`config.mk`:
```
export PLATFORM = sky130hd
export DESIGN_NAME = rptg_top
export DESIGN_NICKNAME = d
export VERILOG_FILES = /design/src/design/rptg_pkg.sv /design/src/design/rptg_channel.sv /design/src/design/rptg_tick_gen.sv /design/src/design/rptg_top.sv
export VERILOG_INCLUDE_DIRS = /design/src /design/src/design
export SDC_FILE = /design/constraint.sdc
export NUM_CORES = 1
export LEC_CHECK = 0
export BUFFER_PORTS_ARGS = -buffer_cell sky130_fd_sc_hd__buf_2
export CAP_MARGIN = 20
export CORE_MARGIN = 8
export CORE_UTILIZATION = 59
export CTS_BUF_LIST = sky130_fd_sc_hd__clkbuf_8
export CTS_CLUSTER_DIAMETER = 100
export DETAILED_ROUTE_END_ITERATION = 12
export PLACE_DENSITY_LB_ADDON = 0.25
export SYNTH_ARGS = -nofsm -noshare
export SYNTH_HDL_FRONTEND = slang
export SYNTH_SLANG_ARGS = --single-unit
```
`constraint.sdc`:
```
create_clock -name sys_clk_in -period 12.2 [get_ports sys_clk_in]
set_input_delay 1.83 -clock sys_clk_in [delete_from_list [all_inputs] [get_ports sys_clk_in]]
set_output_delay 1.83 -clock sys_clk_in [all_outputs]
set_load 0.03 [all_outputs]
```
`src/design/rptg_defines.svh`:
```
// Offsets, field positions, reset values and timing counts of the pulse-train block
`ifndef RPTG_DEFINES_SVH
`define RPTG_DEFINES_SVH

// ----------------------------------------------------------------
// Timing
// ----------------------------------------------------------------
`define RPTG_CLK_NS        25
`define RPTG_TB0_NS        127000
`define RPTG_TB1_NS        508000
`define RPTG_TB2_NS        10000000
`define RPTG_TB3_NS        1000000000
// Fast bases tick at half the base so the high time is exactly T/2
`define RPTG_TB0_CYC       (`RPTG_TB0_NS / (2 * `RPTG_CLK_NS))
`define RPTG_TB1_CYC       (`RPTG_TB1_NS / (2 * `RPTG_CLK_NS))
`define RPTG_TB2_CYC       (`RPTG_TB2_NS / `RPTG_CLK_NS)
`define RPTG_TB3_CYC       (`RPTG_TB3_NS / `RPTG_CLK_NS)

// ----------------------------------------------------------------
// Register offsets
// ----------------------------------------------------------------
`define RPTG_CH_STRIDE     8'h20
`define RPTG_OFS_CTRL      8'h00
`define RPTG_OFS_PERIOD    8'h04
`define RPTG_OFS_LIMIT     8'h08
`define RPTG_OFS_STATUS    8'h0C
`define RPTG_OFS_COUNT     8'h10
`define RPTG_OFS_DOUT      8'h40
`define RPTG_OFS_IRQ_STAT  8'h44
`define RPTG_OFS_IRQ_MASK  8'h48
`define RPTG_OFS_FAULT     8'h4C

// ----------------------------------------------------------------
// Control fields and codes
// ----------------------------------------------------------------
`define RPTG_CTRL_EN       0
`define RPTG_CTRL_RST      1
`define RPTG_CTRL_MODE_LO  2
`define RPTG_CTRL_TB_LO    4
`define RPTG_CTRL_FB_LO    6
`define RPTG_CTRL_RESET    8'h30
`define RPTG_MODE_PULSE    2'h1
`define RPTG_FB_STOP       2'h1
`define RPTG_FB_CONTINUE   2'h2
`define RPTG_TB_SLOW_LO    2'h2
`define RPTG_IRQ_FAULT     2

`endif

```
`src/design/rptg_pkg.sv`:
```
// Types shared by the pulse-train generator modules
package rptg_pkg;

   typedef enum logic [3:0] {
      RPTG_IDLE  = 4'h1,
      RPTG_RUN   = 4'h2,
      RPTG_DRAIN = 4'h4,
      RPTG_DONE  = 4'h8
   } rptg_state_e;

   typedef struct packed {
      rptg_state_e st;
      logic [16:0] cnt;
      logic [31:0] pulses;
      logic        level;
      logic        busy;
      logic        done;
   } rptg_chan_s;

   typedef struct packed {
      logic [3:0][25:0] cnt;
      logic [3:0]       tick;
   } rptg_tick_s;

   typedef struct packed {
      logic [1:0][7:0]  ctrl;
      logic [1:0][15:0] period;
      logic [1:0][31:0] limit;
      logic [1:0][1:0]  mode_act;
      logic [1:0]       dout;
      logic [2:0]       irq_stat;
      logic [2:0]       irq_mask;
      logic [1:0]       stop_sync;
      logic [1:0]       err_sync;
      logic             fault_prev;
      logic [1:0]       done_prev;
      logic [1:0]       pins;
      logic             irq;
      logic             pready;
      logic             pslverr;
      logic [31:0]      prdata;
   } rptg_top_s;

endpackage

```
`src/design/rptg_channel.sv`:
```
// One pulse-train channel: period counting, pulse counting, flags
`timescale 1ns/1ps
`default_nettype none
`include "rptg_defines.svh"
module rptg_channel (
   input  wire logic        sys_clk_in,
   input  wire logic        sys_rst_in,
   input  wire logic [3:0]  tick_vec_in,
   input  wire logic [1:0]  tick_select_in,
   input  wire logic [15:0] period_coeff_in,
   input  wire logic [31:0] pulse_count_limit_in,
   input  wire logic        gen_enable_in,
   input  wire logic        gen_reset_cmd_in,
   input  wire logic        fb_stop_in,
   input  wire logic        owned_in,
   output logic             level_out,
   output logic             gen_in_progress_out,
   output logic             gen_done_out,
   output logic [31:0]      pulses_out
);

   rptg_pkg::rptg_chan_s s_q;
   rptg_pkg::rptg_chan_s s_d;
   logic                 fast;
   logic                 tick;
   logic [16:0]          len;
   logic [16:0]          ton;
   logic [31:0]          pulses_inc;
   logic [16:0]          cnt_inc;
   logic                 run_ok;

   // ----------------------------------------------------------------
   // Period and high time in counted ticks
   // ----------------------------------------------------------------
   // Fast bases count half-ticks, so an odd coefficient still gives T/2
   assign fast       = tick_select_in < `RPTG_TB_SLOW_LO;
   assign tick       = tick_vec_in[tick_select_in];
   assign len        = fast ? {period_coeff_in, 1'b0} : {1'b0, period_coeff_in};
   assign ton        = fast ? {1'b0, period_coeff_in} : {2'b00, period_coeff_in[15:1]};
   assign pulses_inc = s_q.pulses + 32'h00000001;
   assign cnt_inc    = s_q.cnt + 17'h00001;
   assign run_ok     = owned_in && gen_enable_in && (len != 17'h00000);

   always_comb begin
      s_d = s_q;
      if (gen_reset_cmd_in) begin
         s_d = '0;
         s_d.st = rptg_pkg::RPTG_IDLE;
      end else begin
         case (s_q.st)
            rptg_pkg::RPTG_IDLE: begin
               s_d.level = 1'b0;
               if (run_ok && !fb_stop_in) begin
                  s_d.st    = rptg_pkg::RPTG_RUN;
                  s_d.cnt   = 17'h00000;
                  s_d.level = ton != 17'h00000;
               end
            end
            rptg_pkg::RPTG_RUN, rptg_pkg::RPTG_DRAIN: begin
               if (!run_ok) begin
                  s_d.st    = rptg_pkg::RPTG_IDLE;
                  s_d.level = 1'b0;
               end else begin
                  if (s_q.st == rptg_pkg::RPTG_RUN && fb_stop_in) begin
                     s_d.st = rptg_pkg::RPTG_DRAIN;
                  end else if (!fb_stop_in) begin
                     s_d.st = rptg_pkg::RPTG_RUN;
                  end
                  if (tick) begin
                     // Live period compare: a shrunk period wraps at once
                     if (s_q.cnt >= len - 17'h00001) begin
                        s_d.cnt    = 17'h00000;
                        s_d.pulses = pulses_inc;
                        s_d.level  = ton != 17'h00000;
                        if (pulse_count_limit_in != 32'h00000000 &&
                            pulses_inc >= pulse_count_limit_in) begin
                           s_d.st    = rptg_pkg::RPTG_DONE;
                           s_d.level = 1'b0;
                           s_d.done  = 1'b1;
                        end else if (s_q.st == rptg_pkg::RPTG_DRAIN) begin
                           s_d.st    = rptg_pkg::RPTG_IDLE;
                           s_d.level = 1'b0;
                        end
                     end else begin
                        s_d.cnt   = cnt_inc;
                        s_d.level = cnt_inc < ton;
                        if (s_q.st == rptg_pkg::RPTG_DRAIN && s_d.level != s_q.level) begin
                           s_d.st    = rptg_pkg::RPTG_IDLE;
                           s_d.level = 1'b0;
                        end
                     end
                  end
               end
            end
            rptg_pkg::RPTG_DONE: begin
               s_d.level = 1'b0;
            end
            default: begin
               s_d.st = rptg_pkg::RPTG_IDLE;
            end
         endcase
      end
      s_d.busy = (s_d.st == rptg_pkg::RPTG_RUN) || (s_d.st == rptg_pkg::RPTG_DRAIN);
   end

   always_ff @(posedge sys_clk_in or posedge sys_rst_in) begin
      if (sys_rst_in) begin
         s_q    <= '0;
         s_q.st <= rptg_pkg::RPTG_IDLE;
      end else begin
         s_q <= s_d;
      end
   end

   assign level_out           = s_q.level;
   assign gen_in_progress_out = s_q.busy;
   assign gen_done_out        = s_q.done;
   assign pulses_out          = s_q.pulses;

endmodule
`default_nettype wire

```
`src/design/rptg_tick_gen.sv`:
```
// Free-running time-base tick dividers, one enable pulse per base
`timescale 1ns/1ps
`default_nettype none
module rptg_tick_gen #(
   parameter logic [25:0] TB0_CYC = 26'h00009EC,
   parameter logic [25:0] TB1_CYC = 26'h00027B0,
   parameter logic [25:0] TB2_CYC = 26'h0061A80,
   parameter logic [25:0] TB3_CYC = 26'h2625A00
) (
   input  wire logic       sys_clk_in,
   input  wire logic       sys_rst_in,
   output logic [3:0]      tick_out
);

   rptg_pkg::rptg_tick_s s_q;
   rptg_pkg::rptg_tick_s s_d;
   logic [3:0][25:0]     lim;

   assign lim = {TB3_CYC, TB2_CYC, TB1_CYC, TB0_CYC};

   // ----------------------------------------------------------------
   // Dividers
   // ----------------------------------------------------------------
   always_comb begin
      s_d = s_q;
      for (int i = 0; i < 4; i++) begin
         s_d.tick[i] = 1'b0;
         if (s_q.cnt[i] >= lim[i] - 26'h0000001) begin
            s_d.cnt[i]  = 26'h0000000;
            s_d.tick[i] = 1'b1;
         end else begin
            s_d.cnt[i] = s_q.cnt[i] + 26'h0000001;
         end
      end
   end

   always_ff @(posedge sys_clk_in or posedge sys_rst_in) begin
      if (sys_rst_in) begin
         s_q <= '0;
      end else begin
         s_q <= s_d;
      end
   end

   assign tick_out = s_q.tick;

endmodule
`default_nettype wire

```
`src/design/rptg_top.sv`:
```
// Two-channel pulse-train generator with APB registers and interrupt
//
// Overview of operation
// - Two channels drive dedicated outputs zero and one
// - Output starts only after reset command and enable
// - Operating mode latched only on reset command
// - Four tick bases selectable, slowest is default
// - Nonzero pulse limit stops train, zero runs forever
// - Enable low inhibits and clears in-progress
// - Reset command clears flags and pulse count
// - In-progress high exactly while pulses are driven
// - Done set at limit, held until reset command
// - Period equals coefficient times tick
// - High time half period, slow bases truncate
// - Coefficient changes act immediately
// - Plain output writes ignored while generator owns pin
// - Fallback reset clears, continue keeps running
// - Fallback stop ends current interval then halts
// - Status bit 0 in-progress, bit 1 done
`timescale 1ns/1ps
`default_nettype none
`include "rptg_defines.svh"
module rptg_top #(
   parameter logic [25:0] TB0_CYC = 26'(`RPTG_TB0_CYC),
   parameter logic [25:0] TB1_CYC = 26'(`RPTG_TB1_CYC),
   parameter logic [25:0] TB2_CYC = 26'(`RPTG_TB2_CYC),
   parameter logic [25:0] TB3_CYC = 26'(`RPTG_TB3_CYC)
) (
   input  wire logic        sys_clk_in,
   input  wire logic        sys_rst_in,
   input  wire logic        psel_in,
   input  wire logic        penable_in,
   input  wire logic        pwrite_in,
   input  wire logic [7:0]  paddr_in,
   input  wire logic [31:0] pwdata_in,
   output logic [31:0]      prdata_out,
   output logic             pready_out,
   output logic             pslverr_out,
   input  wire logic        plc_stop_in,
   input  wire logic        comm_error_in,
   output logic             dedicated_out_zero_out,
   output logic             dedicated_out_one_out,
   output logic             irq_out
);

   rptg_pkg::rptg_top_s s_q;
   rptg_pkg::rptg_top_s s_d;

   logic [3:0]       ticks;
   logic [1:0]       level;
   logic [1:0]       busy;
   logic [1:0]       done;
   logic [1:0][31:0] pulses;
   logic [1:0]       owned;
   logic [1:0]       rst_eff;
   logic [1:0]       fb_stop;
   logic             fault;
   logic             acc;
   logic             wr_go;

   // ----------------------------------------------------------------
   // Address decode helpers
   // ----------------------------------------------------------------
   function automatic logic hit(input logic [7:0] addr, input logic [7:0] ofs);
      hit = (addr == ofs);
   endfunction

   function automatic logic [7:0] ch_ofs(input int ch, input logic [7:0] ofs);
      ch_ofs = 8'(ch * `RPTG_CH_STRIDE) + ofs;
   endfunction

   function automatic logic [1:0] fb_code(input logic [7:0] ctrl);
      fb_code = ctrl[`RPTG_CTRL_FB_LO +: 2];
   endfunction

   // ----------------------------------------------------------------
   // Fault condition and fallback decode
   // ----------------------------------------------------------------
   // Pins from the link side pass two flops before use
   assign fault = s_q.stop_sync[1] | s_q.err_sync[1];

   always_comb begin
      for (int i = 0; i < 2; i++) begin
         // Codes other than stop and continue fall back to reset
         fb_stop[i] = fault && (fb_code(s_q.ctrl[i]) == `RPTG_FB_STOP);
         rst_eff[i] = s_q.ctrl[i][`RPTG_CTRL_RST] ||
                      (fault && fb_code(s_q.ctrl[i]) != `RPTG_FB_STOP &&
                       fb_code(s_q.ctrl[i]) != `RPTG_FB_CONTINUE);
         owned[i]   = s_q.mode_act[i] == `RPTG_MODE_PULSE;
      end
   end

   // ----------------------------------------------------------------
   // Time bases and channels
   // ----------------------------------------------------------------
   rptg_tick_gen #(
      .TB0_CYC (TB0_CYC),
      .TB1_CYC (TB1_CYC),
      .TB2_CYC (TB2_CYC),
      .TB3_CYC (TB3_CYC)
   ) u_ticks (
      .sys_clk_in (sys_clk_in),
      .sys_rst_in (sys_rst_in),
      .tick_out   (ticks)
   );

   generate
      for (genvar g = 0; g < 2; g++) begin : g_ch
         rptg_channel u_ch (
            .sys_clk_in           (sys_clk_in),
            .sys_rst_in           (sys_rst_in),
            .tick_vec_in          (ticks),
            .tick_select_in       (s_q.ctrl[g][`RPTG_CTRL_TB_LO +: 2]),
            .period_coeff_in      (s_q.period[g]),
            .pulse_count_limit_in (s_q.limit[g]),
            .gen_enable_in        (s_q.ctrl[g][`RPTG_CTRL_EN]),
            .gen_reset_cmd_in     (rst_eff[g]),
            .fb_stop_in           (fb_stop[g]),
            .owned_in             (owned[g]),
            .level_out            (level[g]),
            .gen_in_progress_out  (busy[g]),
            .gen_done_out         (done[g]),
            .pulses_out           (pulses[g])
         );
      end
   endgenerate

   // ----------------------------------------------------------------
   // APB slave and register state
   // ----------------------------------------------------------------
   // Access phase is two cycles: pready rises one edge after penable
   assign acc   = psel_in && penable_in && !s_q.pready;
   assign wr_go = psel_in && penable_in && s_q.pready && pwrite_in && !s_q.pslverr;

   always_comb begin
      logic [2:0] ev;
      logic [2:0] clr;
      logic       mapped;
      logic [31:0] rd;
      ev     = 3'h0;
      clr    = 3'h0;
      mapped = 1'b0;
      rd     = 32'h00000000;
      s_d    = s_q;

      s_d.stop_sync = {s_q.stop_sync[0], plc_stop_in};
      s_d.err_sync  = {s_q.err_sync[0], comm_error_in};

      // Read mux and map check
      for (int i = 0; i < 2; i++) begin
         if (hit(paddr_in, ch_ofs(i, `RPTG_OFS_CTRL))) begin
            mapped = 1'b1;
            rd     = {24'h000000, s_q.ctrl[i]};
         end else if (hit(paddr_in, ch_ofs(i, `RPTG_OFS_PERIOD))) begin
            mapped = 1'b1;
            rd     = {16'h0000, s_q.period[i]};
         end else if (hit(paddr_in, ch_ofs(i, `RPTG_OFS_LIMIT))) begin
            mapped = 1'b1;
            rd     = s_q.limit[i];
         end else if (hit(paddr_in, ch_ofs(i, `RPTG_OFS_STATUS))) begin
            mapped = 1'b1;
            rd     = {28'h0000000, s_q.mode_act[i], done[i], busy[i]};
         end else if (hit(paddr_in, ch_ofs(i, `RPTG_OFS_COUNT))) begin
            mapped = 1'b1;
            rd     = pulses[i];
         end
      end
      if (hit(paddr_in, `RPTG_OFS_DOUT)) begin
         mapped = 1'b1;
         rd     = {30'h00000000, s_q.dout};
      end else if (hit(paddr_in, `RPTG_OFS_IRQ_STAT)) begin
         mapped = 1'b1;
         rd     = {29'h00000000, s_q.irq_stat};
      end else if (hit(paddr_in, `RPTG_OFS_IRQ_MASK)) begin
         mapped = 1'b1;
         rd     = {29'h00000000, s_q.irq_mask};
      end else if (hit(paddr_in, `RPTG_OFS_FAULT)) begin
         mapped = 1'b1;
         rd     = {30'h00000000, s_q.err_sync[1], s_q.stop_sync[1]};
      end

      // Response stands for the ready cycle only, zero otherwise
      s_d.pready  = acc;
      s_d.pslverr = acc && !mapped;
      s_d.prdata  = (acc && mapped && !pwrite_in) ? rd : 32'h00000000;

      // Writes take effect at the edge that completes the transfer
      if (wr_go) begin
         for (int i = 0; i < 2; i++) begin
            if (hit(paddr_in, ch_ofs(i, `RPTG_OFS_CTRL))) begin
               s_d.ctrl[i] = pwdata_in[7:0];
            end else if (hit(paddr_in, ch_ofs(i, `RPTG_OFS_PERIOD))) begin
               s_d.period[i] = pwdata_in[15:0];
            end else if (hit(paddr_in, ch_ofs(i, `RPTG_OFS_LIMIT))) begin
               s_d.limit[i] = pwdata_in;
            end
         end
         if (hit(paddr_in, `RPTG_OFS_DOUT)) begin
            s_d.dout = pwdata_in[1:0];
         end else if (hit(paddr_in, `RPTG_OFS_IRQ_STAT)) begin
            clr = pwdata_in[2:0];
         end else if (hit(paddr_in, `RPTG_OFS_IRQ_MASK)) begin
            s_d.irq_mask = pwdata_in[2:0];
         end
      end

      // Mode takes effect only while the reset command is active
      for (int i = 0; i < 2; i++) begin
         if (rst_eff[i]) begin
            s_d.mode_act[i] = s_q.ctrl[i][`RPTG_CTRL_MODE_LO +: 2];
         end
         // Generator owns its pin; the plain output bit only applies otherwise
         s_d.pins[i] = owned[i] ? level[i] : s_q.dout[i];
      end

      // Interrupt events: done rising per channel, fault rising
      s_d.done_prev  = done;
      s_d.fault_prev = fault;
      ev[1:0]        = done & ~s_q.done_prev;
      ev[`RPTG_IRQ_FAULT] = fault && !s_q.fault_prev;
      // A new event beats a clear in the same cycle
      s_d.irq_stat = (s_q.irq_stat & ~clr) | ev;
      s_d.irq      = |(s_d.irq_stat & s_q.irq_mask);
   end

   always_ff @(posedge sys_clk_in or posedge sys_rst_in) begin
      if (sys_rst_in) begin
         s_q         <= '0;
         s_q.ctrl[0] <= `RPTG_CTRL_RESET;
         s_q.ctrl[1] <= `RPTG_CTRL_RESET;
      end else begin
         s_q <= s_d;
      end
   end

   // ----------------------------------------------------------------
   // Outputs
   // ----------------------------------------------------------------
   assign prdata_out             = s_q.prdata;
   assign pready_out             = s_q.pready;
   assign pslverr_out            = s_q.pslverr;
   assign dedicated_out_zero_out = s_q.pins[0];
   assign dedicated_out_one_out  = s_q.pins[1];
   assign irq_out                = s_q.irq;

endmodule
`default_nettype wire

```
; ---- Word level (Yosys, flattened, before mapping)
; Cells that the tools add are included.
[word_totals]
regBits = 388
output_inout_bits = 37
[op_classes]
n_reduce_logical = 78
eq_ne = 43
mux = 106
order_cmp = 14
n_bitwise = 13
addsub = 10
[op_table]
columns = operator, count
row1 = $mux W32, 19
row2 = $mux W54, 4
row3 = $add A26 B1 Y26 const B, 4
row4 = $mux W26, 4
row5 = $mux W49, 2
row6 = $mux W21, 4
row7 = $pmux W17 S2, 2
row8 = $reduce_bool A17 Y1, 4
row9 = $add A32 B1 Y32 const B, 2
row10 = $ge A32 B32 Y1, 2
row11 = $reduce_bool A32 Y1, 2
row12 = $mux W4, 12
row13 = $mux W1, 46
row14 = $eq A8 B6 Y1 const B, 5
row15 = $add A17 B1 Y17 const B, 2
row16 = $ge A17 B17 Y1, 2
row17 = $lt A17 B17 Y1, 2
row18 = $mux W17, 2
row19 = $sub A17 B1 Y17 const B, 2
row20 = $eq A8 B7 Y1 const B, 4
row21 = $mux W16, 2
row22 = $reduce_and A4 Y1, 7
row23 = $logic_and A1 B1 Y1, 27
row24 = $ge A26 B12 Y1 const B, 1
row25 = other kinds (40), 101

; ---- Logic depth before layout (Yosys ltp)
[depth]
depth_word = 18
depth_mapped = 23

; ---- Modules after synthesis
; A second synthesis with hierarchy kept.
[unflattened]
cells_unflattened = 2583
hier_area_um2 = 24943.9
[by_module_without_submodules]
columns = module, seq_area_each_um2, area_per_inst_um2, cells_per_inst, instances
row1 = rptg_channel, 1402.6, 6059.6, 731, 2
row2 = rptg_top, 4209.0, 8102.8, 688, 1
row3 = rptg_tick_gen, 2702.6, 4722.0, 433, 1

; ---- Worst setup path after synthesis
; OpenSTA, ideal clock, no wires.
[synth_path]
path_type = register to register
start = register s_q[157] (netlist bit)
end = register g_ch[0].u_ch.s_q[40] (netlist bit)
stages_incl_launch_ff = 22
setup_slack_ns = 7.895
n_path_buf = 5
t_arrival_ns = 4.222
period_less_slack_ns = 4.305
path_cell_list = dfstp_2 buf_2 buf_2 mux2i_1 ha_1 or3b_1 nor4_4 nand2_1 inv_1 nor2_1 ha_1 a21o_1 a21o_1 a221oi_1 o21ai_1 and2_1 buf_2 nor2_1 buf_2 buf_6 nand2_1 o21ai_0
[synth_between]
elab_chain_len = 9
elab_cells_between_ends = 18
cone_classes = 1 x add/sub / 2 x order compare / 3 x eq/ne / 8 x mux / 4 x reduce/logical
[synth_lines]
columns = element, line
row1 = from (decl), rptg_top.sv:46  ; rptg_pkg::rptg_top_s s_q;
row2 = $lt A2 B2 Y1 (no source line), n/a
row3 = $mux W17, rptg_channel.sv:38  ; assign len = fast ? {period_coeff_in, 1'b0} : {1'b0, period_coeff_in};
row4 = $sub A17 B1 Y17, rptg_channel.sv:71  ; if (s_q.cnt >= len - 17'h00001) begin
row5 = $ge A17 B17 Y1, rptg_channel.sv:71
row6 = $mux W21, rptg_channel.sv:71
row7 = $mux W54, rptg_channel.sv:69  ; if (tick) begin
row8 = $mux W49, rptg_channel.sv:60  ; if (!run_ok) begin
row9 = $pmux W17 S2, rptg_channel.sv:50  ; case (s_q.st)
row10 = $mux W54, rptg_channel.sv:46  ; if (gen_reset_cmd_in) begin
row11 = to (decl), rptg_channel.sv:22  ; rptg_pkg::rptg_chan_s s_q;
; Parallel ways exist; a longest one is shown, timed or not. The select of a mux whose other input is x is not followed.
; A chain may end at the register's enable or synchronous reset.

; ---- Worst setup path in the final report
[layout_path]
start = register s_q[165] (netlist bit)
end = register g_ch[1].u_ch.s_q[49] (netlist bit)
[layout_between]
elab_chain_len = 9
elab_cells_between_ends = 18
cone_classes = 1 x add/sub / 2 x order compare / 3 x eq/ne / 8 x mux / 4 x reduce/logical
[layout_lines]
columns = element, line
row1 = $lt A2 B2 Y1 (no source line), n/a
row2 = $mux W17, rptg_channel.sv:38
row3 = $sub A17 B1 Y17, rptg_channel.sv:71
row4 = $ge A17 B17 Y1, rptg_channel.sv:71
row5 = $mux W21, rptg_channel.sv:71
row6 = $mux W54, rptg_channel.sv:69
row7 = $mux W49, rptg_channel.sv:60
row8 = $pmux W17 S2, rptg_channel.sv:50
row9 = $mux W54, rptg_channel.sv:46
row10 = to (decl), rptg_channel.sv:22
; Parallel ways exist; a longest one is shown, timed or not. The select of a mux whose other input is x is not followed.

==> impl_results.md <==
* Sw Pwr at 0.6328 mW
* Slew margin rel. at 25.95%
* Post-layout util at 65.09%
* Post-DRT Antenna Nets at 0
* DIE AREA at 0.04508 mm²
* GRT overflow at 0
* Vias at 18,670
* Cell Area, Placed at 0.02336 mm²
* Postcts setup bufs at 0
* Die width at 212.3 µm
* Synthesized area at 0.02274 mm²
* Max stage delay on crit path at 970 ps
* Status: completed
* All-Layer GR Usage at 27.95%
* 1st-iter DRT viols at 1,840
* Synth cell types at 89
* FMAX at 197.1 MHz
* Main combinational cell family by area after synthesis: simple AND/OR/NAND/NOR gates
* Total power at 2.703 mW
* Part of the Yosys area used for sequential elements at 42.73%
* Post-DP HPWL at 45.81 mm
* Post-synth EDFFs at 0
* WHS Path Cells at 0
* Clock Skews at 37.40 ps
* First-pass GRT wire length at 99.80 mm
* Ratio of cells with drive above 1 in the final layout at 12.70%
* Power Density at 108.2 mW/mm²
* Fillers at 3,170
* Yosys warns at 0
* CP cell instances: mux2i_1, ha_1, and4_1, nor3b_1, mux2_2, ha_1, nand4_1, nor2_1, a211oi_1, and4_1, nor2b_1, o21ai_0, nand2_1
* Cell depth of the worst flop-to-flop path at 13
* Ys flop type: dfrtp_1
* Clock share of power at 48.6%
* Flop pwr share at 48.1%
* Clk slew on worst S/H paths at 60 ps
* Critical Path Stages at 13
* Row count at 72
* RSZ-0062 raised after global routing: no
* Clock Sinks at 388
* DRC viols at 0
* Bufs and invs on worst path at 0
* IO Pins at 84
* Pins Over Slew Limit at 0
* Hold Violations, Final at 0
* TritonRoute pass-1 iters at 10
* Clk root buf: clkbuf_8
* Synth Area in Compound Gates at 13.00%
* WHS at 349.9 ps
* Post-Synth XOR/XNOR Area at 8.550%
* PostCTS Resize Cnt at 0
* Pint at 2.070 mW
* GP Congestion at 0.9656
* H-tree Lvls at 3
* Max rail drop VDD at 0.00009012 V
* Hold Path Class: reg2reg
* Crit Path Class: reg2reg
* Largest net degree at the start of global routing at 174
* Final Critical Period at 5074 ps
* Final setup viols at 0
* CP required at 12,730 ps
* Critical path arrival at 5600 ps
* Vias in the first global route at 18,410
* Register area at 0.009717 mm²
* Clock tree from TritonCTS: built
* Adder-Cell Fraction of Synth Area at 7.592%
* Synth Register Bits at 388
* Sw frac at 23.41%
* CP Capture Type: register
* Total core area at 0.03838 mm²
* Simple-Gate Fraction of Synth Area at 18.76%
* Crit Path Max Fanout at 30
* Ys async rst share at 100.0%
* Lkg Pwr at 11.73 nW
* Post-synthesis mux area share at 4.660%
* Synthesized area per cell at 9.484 µm²
* Post-DR wirelength/cell at 20.56 µm
* CP Launch Type: register
* Drt via density at 6.148
* Tcrit/Tclk final at 41.59%
* Top delay family on crit path: simple AND/OR/NAND/NOR gates
* Die height at 212.3 µm
* # Max-Cap Violations at 0
* Initial Util at 59.26%
* Antenna Cells at 0
* Hold buffers post-CTS at 0
* Area delta synth->final at 9.837%
* Area used by multi-input combinational logic at 0.01210 mm²
* Actual slew at the worst max-slew pin at 1107 ps
* Fin Setup TNS at 0 ps
* CP max-delay cell: dfstp_2
* Skew-Pair Late Insertion Delay at 620 ps
* Routed wire length at 62.44 mm
* Maximum buffer depth of the clock tree at 3
* Port Buffer Count at 83
* Cell count after synthesis at 2,398
* CTS buffer count at 68
* Post-route cell area at 0.02498 mm²
* Combinational share of power at 3.2%
* Nets@finish at 2,649
* Initial antenna violation count at 0
worst paths after layout:
kind	from	endpoint	slack (ps)
min in group asynchronous	sys_rst_in	prdata_out[29]$_DFF_PP0_	1430
setup / recovery	s_q[165]$_DFFE_PP1P_	g_ch[1].u_ch.s_q[49]$_DFFE_PP0P_	7130
hold reg to reg	s_d[41]$_DFF_PP0_	s_q[41]$_DFF_PP0_	350
max in group asynchronous	sys_rst_in	g_ch[0].u_ch.s_q[52]$_DFF_PP1_	8930
setup reg to reg	s_q[165]$_DFFE_PP1P_	g_ch[1].u_ch.s_q[49]$_DFFE_PP0P_	7130
hold / removal	s_d[41]$_DFF_PP0_	s_q[41]$_DFF_PP0_	350
sequential cells by signal, summed over array words and instances, names as in the netlist:
| signal | cells |
|---|---|
| g_ch.u_ch.gen_done_out | 2 |
| dedicated_out_zero_out | 1 |
| g_ch.u_ch.pulses_out | 64 |
| s_q | 129 |
| pslverr_out | 1 |
| u_ticks.s_q | 104 |
| g_ch.u_ch.s_q | 42 |
| prdata_out | 32 |
| u_ticks.tick_out | 4 |
| g_ch.u_ch.gen_in_progress_out | 2 |
| s_d | 2 |
| g_ch.u_ch.level_out | 2 |
| irq_out | 1 |
| dedicated_out_one_out | 1 |
| pready_out | 1 |
through the flow:
| step | cells | worst slack [ps] |
|---|---|---|
| after floorplan | 2430 | 5157 |
| after global placement | 2906 | 7056 |
| after detailed placement | 2907 | 6843 |
| after CTS | 3032 | 6815 |
| after global routing | 3037 | 6757 |
| final | 3037 | 7126 |
cell usage in the layout, fill, tap and decap left out, types with 14 or more instances in the layout:
cell      instances
a211oi_1         18
a21o_1           20
a21oi_1         106
a222oi_1         20
a22o_1           25
a22oi_1          26
a31oi_1          15
and3_1           33
and4_1           14
buf_2            83
clkbuf_8         87
conb_1           33
dfrtp_1         382
ha_1            138
inv_1           112
mux2_2           62
mux2i_1          31
nand2_1         253
nand2b_1         18
nand3_1          93
nand4_1          48
nor2_1          237
nor3_1           36
nor4_1           28
o21ai_0         113
or3_1            18
xnor2_1         122
xor2_1          100
kinds of logic (layout without fill, tap and decap cells):
family / Yosys count / count (layout)
AOI/OAI and AO/OA: 451 / 451
xor gates and xnor gates: 222 / 222
adders and majority gates: 138 / 138
buffers and inverters: 233 / 322
DFF: 388 / 388
muxes: 96 / 96
other: 1 / 33
and+or+nand+nor: 869 / 869
area by class of cell:
type	instances	area share, %
multi-input combinational	1809	48.42
timing repair buffer	101	2.545
tap	518	2.595
sequential	388	38.90
inverter	96	1.458
clock buffer	87	4.794
clock inverter	38	1.287
power by group through the flow:
stage / clock network, mW / logic [mW] / registers [mW]
after global routing: 1.40 / 0.0970 / 1.30
after CTS: 1.34 / 0.0850 / 1.30
after floorplan: 0 / 0.0468 / 1.32
after detailed placement: 0 / 0.0847 / 1.32
after global placement: 0 / 0.0832 / 1.32
final: 1.31 / 0.0874 / 1.30
metal layers:
metal	wire [µm]	global-route usage, %
met1	25870	36.74
met4	3308	13.97
met5	0	0
met2	28210	44.04
met3	5051	5.351
cell usage after synthesis, types with 13 or more instances:
| cell | instances | area share, % |
|---|---|---|
| and4_1 | 14 | 0.54 |
| a22o_1 | 25 | 0.96 |
| nand4_1 | 48 | 1.3 |
| and3_1 | 33 | 0.91 |
| nor2_1 | 238 | 3.9 |
| nand2_1 | 253 | 4.2 |
| o21ai_0 | 113 | 2.5 |
| nand2b_1 | 18 | 0.50 |
| xnor2_1 | 122 | 4.7 |
| clkbuf_1 | 68 | 1.1 |
| a31oi_1 | 15 | 0.41 |
| a22oi_1 | 26 | 0.86 |
| mux2i_1 | 31 | 1.4 |
| or3_1 | 18 | 0.50 |
| dfrtp_1 | 382 | 42 |
| buf_4 | 34 | 1.1 |
| a222oi_1 | 20 | 0.88 |
| xor2_1 | 100 | 3.9 |
| ha_1 | 138 | 7.6 |
| inv_1 | 96 | 1.6 |
| buf_2 | 29 | 0.64 |
| a21o_1 | 20 | 0.66 |
| a211oi_1 | 18 | 0.59 |
| nor4_1 | 28 | 0.77 |
| and2_1 | 13 | 0.36 |
| o21ai_1 | 13 | 0.29 |
| nand3_1 | 93 | 2.0 |
| nor3_1 | 36 | 0.79 |
| mux2_2 | 62 | 3.1 |
| a21oi_1 | 106 | 2.3 |
Power figures use the tool's default switching activity.
